[src/hdl/mode_seq_defines.vh]
// Purpose: Constants for the control-mode sequencer
// Assumes: 250 MHz core clock
// Notes: Values in 16-bit signed fixed point, output in 0.1 percent units
`ifndef MODE_SEQ_DEFINES_VH
`define MODE_SEQ_DEFINES_VH
// Register word offsets
`define REG_CTRL 4'h0
`define REG_STATUS 4'h1
`define REG_LSP 4'h2
`define REG_RATIO 4'h3
`define REG_BIAS 4'h4
`define REG_MANOUT 4'h5
`define REG_TARGET 4'h6
// Control register fields
`define CTRL_PV_TRACK 0
`define CTRL_RSP_TRACK 1
`define CTRL_AUTO_BIAS 2
`define CTRL_CURRENT_OUT 3
`define CTRL_CASCADE 4
`define CTRL_REMOTE_SEL 5
// Mode encodings
`define MODE_MAN_LOCAL 3'h0
`define MODE_AUTO_LOCAL 3'h1
`define MODE_MAN_REMOTE 3'h2
`define MODE_AUTO_REMOTE 3'h3
`define MODE_MAN_CASCADE 3'h4
`define MODE_AUTO_CASCADE 3'h5
// Output clamp limits, 0.1 percent units
`define OUT_MIN_TP 16'sh0000
`define OUT_MAX_TP 16'sh03e8
`define OUT_MIN_CUR 16'shffce
`define OUT_MAX_CUR 16'sh041a
`define OUT_STEP 16'sh0001
// Reset values
`define RATIO_RST 16'h0100
`define LSP_RST 16'h0000
// Commit delay
`define COMMIT_DELAY_S 15
`define CLK_HZ 250000000
`define COMMIT_CYCLES (`COMMIT_DELAY_S * `CLK_HZ)
`endif

[src/hdl/control_mode_sequencer.v]
// Purpose: Control-mode sequencer with setpoint transfer actions
// Assumes: Keys are raw pins; process inputs are async and pass two flops
// Notes: Ratio is unsigned 8.8 fixed point; setpoints are signed 16-bit
//
// Our own choices: the address map and the Avalon-MM register port.
`timescale 1ns/1ns
`include "mode_seq_defines.vh"

// Overview of operation
// - Commit setpoint after 15 s key quiet
// - Power-up restores last stored setpoint
// - Other key commits changed setpoint immediately
// - Auto local targets local setpoint
// - Auto remote target is ratio times remote plus bias
// - Manual output clamped by output type
// - Manual cascade holds both loops manual
// - Loop two pseudo-manual while loop one manual in manual cascade
// - Auto cascade feeds loop output as setpoint
// - Manual to auto local keeps stored setpoint
// - PV tracking copies PV in manual local and manual cascade
// - Remote entry uses stored ratio and bias
// - Auto bias equals local minus remote times ratio
// - RSP tracking loads remote into local
// - Without tracking local setpoint stays unchanged
// - Man/auto key toggles mode, indicator shown
module control_mode_sequencer #(
   parameter [31:0] COMMIT_CYCLES = `COMMIT_CYCLES
) (
   input wire i_core_clk,
   input wire i_rst,
   input wire [3:0] i_avs_address,
   input wire i_avs_read,
   input wire i_avs_write,
   input wire [31:0] i_avs_writedata,
   input wire [3:0] i_avs_byteenable,
   output reg [31:0] o_avs_readdata,
   output reg o_avs_waitrequest,
   input wire i_key_man_auto,
   input wire i_key_inc,
   input wire i_key_dec,
   input wire i_key_other,
   input wire [15:0] i_process_variable,
   input wire [15:0] i_remote_setpoint,
   input wire [15:0] i_loop1_output,
   input wire [15:0] i_nv_local_setpoint,
   input wire i_nv_valid,
   output reg [15:0] o_nv_local_setpoint,
   output reg o_nv_write,
   output reg [15:0] o_loop1_target,
   output reg [15:0] o_loop2_target,
   output reg [15:0] o_output,
   output reg o_loop1_auto,
   output reg o_loop2_auto,
   output reg o_loop2_pseudo_manual,
   output reg o_out_from_loop2,
   output reg o_ind_auto,
   output reg o_ind_manual
);

////////////////////////////////////////////////////////////////////////////////
// Input synchronisers
reg [3:0] key_s1_r, key_s2_r, key_s3_r;
reg [15:0] pv_s1_r, pv_s2_r, rsp_s1_r, rsp_s2_r, l1_s1_r, l1_s2_r;
always @(posedge i_core_clk or posedge i_rst) begin
   if (i_rst) begin
      key_s1_r <= 4'h0;
      key_s2_r <= 4'h0;
      key_s3_r <= 4'h0;
      pv_s1_r <= 16'h0000;
      pv_s2_r <= 16'h0000;
      rsp_s1_r <= 16'h0000;
      rsp_s2_r <= 16'h0000;
      l1_s1_r <= 16'h0000;
      l1_s2_r <= 16'h0000;
   end else begin
      key_s1_r <= {i_key_other, i_key_dec, i_key_inc, i_key_man_auto};
      key_s2_r <= key_s1_r;
      key_s3_r <= key_s2_r;
      pv_s1_r <= i_process_variable;
      pv_s2_r <= pv_s1_r;
      rsp_s1_r <= i_remote_setpoint;
      rsp_s2_r <= rsp_s1_r;
      l1_s1_r <= i_loop1_output;
      l1_s2_r <= l1_s1_r;
   end
end
// Edge detect after the second flop, so a held key acts once
wire [3:0] key_press = key_s2_r & ~key_s3_r;
wire press_ma = key_press[0];
wire press_inc = key_press[1];
wire press_dec = key_press[2];
wire press_other = key_press[3];

////////////////////////////////////////////////////////////////////////////////
// Registers and state
reg [5:0] ctrl_r;
reg [2:0] mode_r, mode_nxt;
reg [15:0] lsp_r, lsp_nxt;
reg [15:0] ratio_r;
reg [15:0] bias_r, bias_nxt;
reg [15:0] manout_r, manout_nxt;
reg [15:0] stored_lsp_r;
reg dirty_r;
// A 15 s quiet period at this clock needs all 32 counter bits
reg [31:0] quiet_cnt_r;
reg restore_r;

wire remote_mode = (mode_r == `MODE_MAN_REMOTE) || (mode_r == `MODE_AUTO_REMOTE);
wire manual_mode = (mode_r == `MODE_MAN_LOCAL) || (mode_r == `MODE_MAN_REMOTE)
   || (mode_r == `MODE_MAN_CASCADE);

// Ratio times remote, 8.8 scaling, kept to 16 bits
wire signed [32:0] rsp_prod = $signed(rsp_s2_r) * $signed({1'b0, ratio_r});
wire [15:0] rsp_scaled = rsp_prod[23:8];
wire [15:0] remote_target = rsp_scaled + bias_r;

wire signed [15:0] out_min = ctrl_r[`CTRL_CURRENT_OUT] ? `OUT_MIN_CUR : `OUT_MIN_TP;
wire signed [15:0] out_max = ctrl_r[`CTRL_CURRENT_OUT] ? `OUT_MAX_CUR : `OUT_MAX_TP;
wire signed [16:0] out_up = $signed(manout_r) + $signed(`OUT_STEP);
wire signed [16:0] out_dn = $signed(manout_r) - $signed(`OUT_STEP);

wire bus_wr = i_avs_write && !o_avs_waitrequest;
// Read data is captured as the request is taken, so it stands while waitrequest is low
wire bus_rd = i_avs_read && o_avs_waitrequest;
wire wr_lsp = bus_wr && (i_avs_address == `REG_LSP);

////////////////////////////////////////////////////////////////////////////////
// Mode transitions and transfer actions, all in one cycle
always @* begin
   mode_nxt = mode_r;
   lsp_nxt = lsp_r;
   bias_nxt = bias_r;
   manout_nxt = manout_r;
   if (press_ma) begin
      case (mode_r)
         `MODE_MAN_LOCAL: mode_nxt = `MODE_AUTO_LOCAL;
         `MODE_AUTO_LOCAL: mode_nxt = `MODE_MAN_LOCAL;
         `MODE_MAN_REMOTE: mode_nxt = `MODE_AUTO_REMOTE;
         `MODE_AUTO_REMOTE: mode_nxt = `MODE_MAN_REMOTE;
         `MODE_MAN_CASCADE: mode_nxt = `MODE_AUTO_CASCADE;
         `MODE_AUTO_CASCADE: mode_nxt = `MODE_MAN_CASCADE;
         default: mode_nxt = `MODE_MAN_LOCAL;
      endcase
   end else if (bus_wr && (i_avs_address == `REG_CTRL) && i_avs_byteenable[0]) begin
      // Setpoint source and cascade selection keep the manual/auto half
      if (i_avs_writedata[`CTRL_CASCADE])
         mode_nxt = manual_mode ? `MODE_MAN_CASCADE : `MODE_AUTO_CASCADE;
      else if (i_avs_writedata[`CTRL_REMOTE_SEL])
         mode_nxt = manual_mode ? `MODE_MAN_REMOTE : `MODE_AUTO_REMOTE;
      else
         mode_nxt = manual_mode ? `MODE_MAN_LOCAL : `MODE_AUTO_LOCAL;
   end
   // Entering auto remote from auto local, auto cascade or manual remote
   if (mode_nxt == `MODE_AUTO_REMOTE && mode_r != `MODE_AUTO_REMOTE) begin
      if (ctrl_r[`CTRL_AUTO_BIAS])
         bias_nxt = lsp_r - rsp_scaled;
      // Otherwise the stored bias is kept
   end
   // Leaving remote operation
   if (remote_mode && (mode_nxt != `MODE_MAN_REMOTE) && (mode_nxt != `MODE_AUTO_REMOTE)) begin
      if (ctrl_r[`CTRL_RSP_TRACK])
         lsp_nxt = rsp_s2_r;
      // Otherwise lsp is left alone
   end
   // No tracking in remote modes, where the remote input owns the target
   if (manual_mode && ctrl_r[`CTRL_PV_TRACK] && !remote_mode)
      lsp_nxt = pv_s2_r;
   if (wr_lsp && !manual_mode)
      lsp_nxt = i_avs_writedata[15:0];
   if (manual_mode) begin
      if (press_inc)
         manout_nxt = (out_up > out_max) ? out_max : out_up[15:0];
      else if (press_dec)
         manout_nxt = (out_dn < out_min) ? out_min : out_dn[15:0];
      // Clamp again so a change of output type pulls a stale value into range
      if ($signed(manout_nxt) > out_max)
         manout_nxt = out_max;
      else if ($signed(manout_nxt) < out_min)
         manout_nxt = out_min;
   end
end

always @(posedge i_core_clk or posedge i_rst) begin
   if (i_rst) begin
      mode_r <= `MODE_MAN_LOCAL;
      lsp_r <= `LSP_RST;
      bias_r <= 16'h0000;
      manout_r <= 16'h0000;
      ratio_r <= `RATIO_RST;
      ctrl_r <= 6'h00;
      restore_r <= 1'b1;
   end else begin
      mode_r <= mode_nxt;
      bias_r <= bias_nxt;
      manout_r <= manout_nxt;
      if (restore_r) begin
         // Non-volatile copy wins once after power-up
         lsp_r <= i_nv_valid ? i_nv_local_setpoint : lsp_nxt;
         restore_r <= 1'b0;
      end else begin
         lsp_r <= lsp_nxt;
      end
      // Writes take effect in the cycle waitrequest is low
      if (bus_wr && i_avs_byteenable[0]) begin
         case (i_avs_address)
            `REG_CTRL: ctrl_r <= i_avs_writedata[5:0];
            `REG_RATIO: ratio_r <= i_avs_writedata[15:0];
            default: ;
         endcase
      end
      // A bias write wins over a transfer action in the same cycle
      if (bus_wr && (i_avs_address == `REG_BIAS))
         bias_r <= i_avs_writedata[15:0];
   end
end

////////////////////////////////////////////////////////////////////////////////
// Deferred non-volatile commit
// A changed setpoint goes out after a quiet period, or at once on a key
always @(posedge i_core_clk or posedge i_rst) begin
   if (i_rst) begin
      dirty_r <= 1'b0;
      quiet_cnt_r <= 32'h0;
      stored_lsp_r <= `LSP_RST;
      o_nv_write <= 1'b0;
      o_nv_local_setpoint <= 16'h0000;
   end else begin
      o_nv_write <= 1'b0;
      // The stored copy follows the power-up restore, so the first commit compares right
      if (restore_r) begin
         stored_lsp_r <= i_nv_valid ? i_nv_local_setpoint : `LSP_RST;
      end else if (wr_lsp && !manual_mode) begin
         dirty_r <= 1'b1;
         quiet_cnt_r <= 32'h0;
      end else if (dirty_r) begin
         if ((|key_press) || quiet_cnt_r >= COMMIT_CYCLES - 32'h1) begin
            dirty_r <= 1'b0;
            // An unchanged value is not rewritten, to spare the storage wear
            if (lsp_r != stored_lsp_r) begin
               o_nv_write <= 1'b1;
               o_nv_local_setpoint <= lsp_r;
               stored_lsp_r <= lsp_r;
            end
         end else begin
            quiet_cnt_r <= quiet_cnt_r + 32'h1;
         end
      end
   end
end

////////////////////////////////////////////////////////////////////////////////
// Loop targets and output routing
always @(posedge i_core_clk or posedge i_rst) begin
   if (i_rst) begin
      o_loop1_target <= 16'h0000;
      o_loop2_target <= 16'h0000;
      o_output <= 16'h0000;
      o_loop1_auto <= 1'b0;
      o_loop2_auto <= 1'b0;
      o_loop2_pseudo_manual <= 1'b0;
      o_out_from_loop2 <= 1'b0;
      o_ind_auto <= 1'b0;
      o_ind_manual <= 1'b1;
   end else begin
      o_loop1_target <= (mode_r == `MODE_AUTO_REMOTE) ? remote_target : lsp_r;
      // Loop one output sets loop two target in auto cascade
      o_loop2_target <= (mode_r == `MODE_AUTO_CASCADE) ? l1_s2_r : lsp_r;
      o_output <= manout_r;
      o_loop1_auto <= !manual_mode;
      o_loop2_auto <= (mode_r == `MODE_AUTO_CASCADE);
      o_loop2_pseudo_manual <= (mode_r == `MODE_MAN_CASCADE) && ctrl_r[`CTRL_CASCADE];
      o_out_from_loop2 <= (mode_r == `MODE_AUTO_CASCADE) || (mode_r == `MODE_MAN_CASCADE);
      // Indicators are registered with the mode, so they never disagree
      o_ind_auto <= !manual_mode;
      o_ind_manual <= manual_mode;
   end
end

////////////////////////////////////////////////////////////////////////////////
// Avalon slave: one wait cycle per access
always @(posedge i_core_clk or posedge i_rst) begin
   if (i_rst) begin
      o_avs_waitrequest <= 1'b1;
      o_avs_readdata <= 32'h0;
   end else begin
      o_avs_waitrequest <= !((i_avs_read || i_avs_write) && o_avs_waitrequest);
      if (bus_rd) begin
         case (i_avs_address)
            `REG_CTRL: o_avs_readdata <= {26'h0, ctrl_r};
            `REG_STATUS: o_avs_readdata <= {28'h0, dirty_r, mode_r};
            `REG_LSP: o_avs_readdata <= {16'h0, lsp_r};
            `REG_RATIO: o_avs_readdata <= {16'h0, ratio_r};
            `REG_BIAS: o_avs_readdata <= {16'h0, bias_r};
            `REG_MANOUT: o_avs_readdata <= {16'h0, manout_r};
            `REG_TARGET: o_avs_readdata <= {16'h0, o_loop1_target};
            default: o_avs_readdata <= 32'h0;
         endcase
      end
   end
end

endmodule

[config.mk]
export PLATFORM = sky130hd
export DESIGN_NAME = control_mode_sequencer
export DESIGN_NICKNAME = d
export VERILOG_FILES = /design/src/hdl/control_mode_sequencer.v
export VERILOG_INCLUDE_DIRS = /design/src /design/src/hdl
export SDC_FILE = /design/constraint.sdc
export NUM_CORES = 1
export LEC_CHECK = 0
export ABC_CLOCK_PERIOD_IN_PS = 11900
export CAP_MARGIN = 10
export CELL_PAD_IN_SITES_DETAIL_PLACEMENT = 1
export CELL_PAD_IN_SITES_GLOBAL_PLACEMENT = 2
export CORE_MARGIN = 2
export CORE_UTILIZATION = 30
export CTS_CLUSTER_DIAMETER = 200
export CTS_CLUSTER_SIZE = 24
export DETAILED_ROUTE_END_ITERATION = 8
export DONT_BUFFER_PORTS = 1
export PLACE_DENSITY_LB_ADDON = 0.1
export SYNTH_ARGS = -nofsm -noshare
export SYNTH_HDL_FRONTEND = slang
export SYNTH_SLANG_ARGS = --single-unit
export TNS_END_PERCENT = 100
[constraint.sdc]
create_clock -name i_core_clk -period 11.9 [get_ports i_core_clk]
set_clock_uncertainty 0.2 [all_clocks]
set_input_delay 1.19 -clock i_core_clk [delete_from_list [all_inputs] [get_ports i_core_clk]]
set_output_delay 1.19 -clock i_core_clk [all_outputs]
set_load 0.02 [all_outputs]
==> results.toml <==
[run_status]
status = "finished, final reports clean"

[detailed_routing]
drt_wl_total_um = 81300
first_pass_iters = 7
drt_iter0_markers = 964
dr_wl_met3_um = 4720
postRouteAntennaNets = 0
wl_met1_um = 38900
dr_total_vias = 17206
vias_per_cell = 5.04
top_layer = "met5"
route.detailed.drc = 0
wl_met2_um = 36400
wl_per_cell_um = 23.8

[clock_network]
clk_path_buf_depth = 3
clock-root-buffer = "clkbuf_16"
cts_max_level = 1
clock_latency_ns = 0.58
cts_hold_buf = 0
cts_tree = "built"
clk_pin_slew_ns = 0.12
numCtsBuffers = 17
cts_setup_buffers = 0
cts_resized = 0
clock-sinks = 318

[power_and_ir_drop]
power.leakage_uw = 0.0116
power_density_nw_per_um2 = 315
irDropWorstVdd_uv = 315
power_uw = 7940

[floorplanning]
rows = 102
ioPinCount = 217
die_h_um = 283
die_x_um = 283
initial_core_util_pct = 30.3
die_area_um2 = 80300
core_um2 = 77300

[cells_and_area]
fillCellCount = 8872
nets = 2795
regArea_um2 = 7960
utilization_pct = 32.5
largest_reg_flops = 32
regMostFlops = "quiet_cnt_r"
multiInputGateArea_um2 = 13900
final_cells = 3411
area_growth_pct = 7.43
drive_above_1_share_pct = 7.18

[sta]
tightest_slew_ns = 1.04
tns_ns = 0
rsz0062_at_grt = "no"
worst_slack_ns = 2.88
fmax_ghz = 0.111
period_share_pct = 75.8
report.final.hold_viol_count = 0
setup_viol_count_final = 0
finalCriticalPeriod_ns = 9.02
relSlewSlack_pct = 30.8
maxSlewViolCount = 0

[hold_path]
hold_path_end = "rsp_s2_r[15]"
hold_path_class = "register to register"
holdPathStages = 0
hp-start = "rsp_s1_r[15]"

[critical_path]
path_class = "register to register"
reg2regPathDepth = 28
reg2reg_slack_ns = 2.88
startpoint_type = "register"
cp_slowest_cell = "dfrtp_1"
max_stage_delay_ns = 1.01
end_kind = "register"
worstPathArrival_ns = 9.32
cp_data_required_time_ns = 12.21
cp_max_fo = 17
reg2reg_from = "rsp_s2_r[3]"
rr_endpoint = "bias_r[15]"
critical_path.most_common_cell = "fa_1"

[logic_synthesis]
yosysWarnings = 0
synth_area_um2 = 23400
synth_seq_area_share_pct = 34.0
postSynth.asyncResetShare_pct = 100
yosysUniqueCellTypes = 102
synth_edf_count = 0
avgSynthCellArea_um2 = 9.81
synth-main-ff-cell = "dfrtp_1"
synth-seq-cells = 318
synth_cells = 2389

[grt]
grt_pass1_vias = 18680
antenna_found_initial = 8
grt_max_degree = 119
grt_pass1_wl_um = 123000
track_usage_pct = 20.1
gr-total-overflow = 0

[placement]
dp_slack_ns = 2.76
dp.cells = 3377
io_buffers = 0
routabilityCongestion = 0.802
dp_hpwl_um = 61600

[flow_run]
drv_cap = 0
## cells in the mapped netlist, types with 5 or more instances
cell type  number  area share (%)
dfrtp_1       314              34
inv_1         277             4.4
nand2_1       264             4.2
fa_1          170              15
ha_1          155             8.3
nor2_1        117             1.9
and2_1        108             2.9
o21ai_0       101             2.2
a21oi_1        92             2.0
clkbuf_1       86             1.4
xnor2_1        81             3.0
nand3_1        43            0.92
xor2_1         43             1.6
mux2i_1        42             1.8
mux2_2         41             2.0
nor3_1         36            0.77
a211oi_1       32             1.0
a21o_1         30            0.96
buf_4          22            0.71
nand2b_1       22            0.59
nor2b_1        22            0.59
a22oi_1        20            0.64
and3_1         19            0.51
nand4_1        18            0.48
o211ai_1       18            0.58
a222oi_1       14            0.60
a31oi_1        11            0.29
or3_1          11            0.29
o31ai_1        10            0.32
buf_2           9            0.19
nor4_1          9            0.24
o21a_1          8            0.26
o21bai_1        8            0.26
or2_2           7            0.19
or4_1           6            0.19
a221oi_1        5            0.19
o21ai_1         5            0.11
## worst max path at each step
stage,start,endpoint
5_1_grt,rsp_s2_r[3],bias_r[15]
4_1_cts,rsp_s2_r[3],bias_r[15]
6_report,rsp_s2_r[3],bias_r[15]
2_1_floorplan,i_rst,bias_r[0]
3_5_place_dp,rsp_s2_r[3],bias_r[15]
3_3_place_gp,rsp_s2_r[3],bias_r[15]
## routing by layer
| metal | up-vias | global-route usage, % |
|---|---|---|
| li1 | 7866 | - |
| met1 | 8943 | 29.2 |
| met2 | 329 | 31.6 |
| met3 | 62 | 3.72 |
| met4 | 6 | 3.40 |
| met5 | - | 0 |
## power breakdown
part	switching, uW	internal, uW	total, uW	leakage [uW]
Clock	398	276	674	0.000235
Sequential	403	1270	1680	0.00385
Combinational	3260	2320	5580	0.00751
## cell usage in the layout (no fill, tap or decap), drive strengths merged, types with 5 or more instances in the layout
cell type    n
a211oi      32
buf         54
a21oi       93
o21bai       9
and3        19
mux2i       42
mux2        41
clkbuf      26
nor2       120
a222oi      14
inv        281
a21o        30
nand3       45
o41ai        5
o21ai      108
or4          8
nand4       19
conb        17
o31ai       12
ha         155
fa         170
a2111oi      5
nor2b       22
xnor2       81
o211ai      18
o32ai        5
or2          7
or3         11
nor4        14
a31oi       11
and2       110
nor3        38
nand2      264
dfrtp      314
nand2b      23
a22oi       20
xor2        43
o21a         8
a221oi       5
## final cells by class
cell class	instances	share of cell area [%]
Tap cell	1040	5.17
Antenna cell	4	0.0398
Clock buffer	26	1.82
Timing Repair Buffer	54	1.61
Inverter	280	4.21
Sequential cell	318	31.6
Clock inverter	3	0.114
Multi-Input combinational cell	1686	55.4
## worst max-delay path, delay by kind of cell (launching register included)
family / cells / cell delay [ns]
AO/OA/AOI/OAI: 8 / 2.26
XOR/XNOR: 2 / 0.50
adder cells (fa/ha/maj): 8 / 3.71
AND/OR/NAND/NOR: 6 / 1.04
buffers and inverters: 4 / 0.24
flip-flops: 1 / 1.01
## stage by stage
| stage | cell area [um2] | hold slack (ns) |
|---|---|---|
| 2_1_floorplan | 23500 | 0.131 |
| 3_3_place_gp | 24700 | 0.132 |
| 3_5_place_dp | 24700 | 0.136 |
| 4_1_cts | 25100 | 0.133 |
| 5_1_grt | 25200 | 0.155 |
| 6_report | 25200 | 0.131 |
## cells by family (layout without fill, tap and decap cells)
family	count (synthesis)	count (layout)	share of synthesized area, %
xor+xnor	126	126	4.83
buf+inv	401	363	6.87
mux	83	83	3.77
simple gates	719	719	15.5
flops	318	318	34.0
compound gates	415	415	12.2
fa+ha+maj	326	326	22.9
other cells	1	21	0.0160
(Power assumes the default switching activity.)
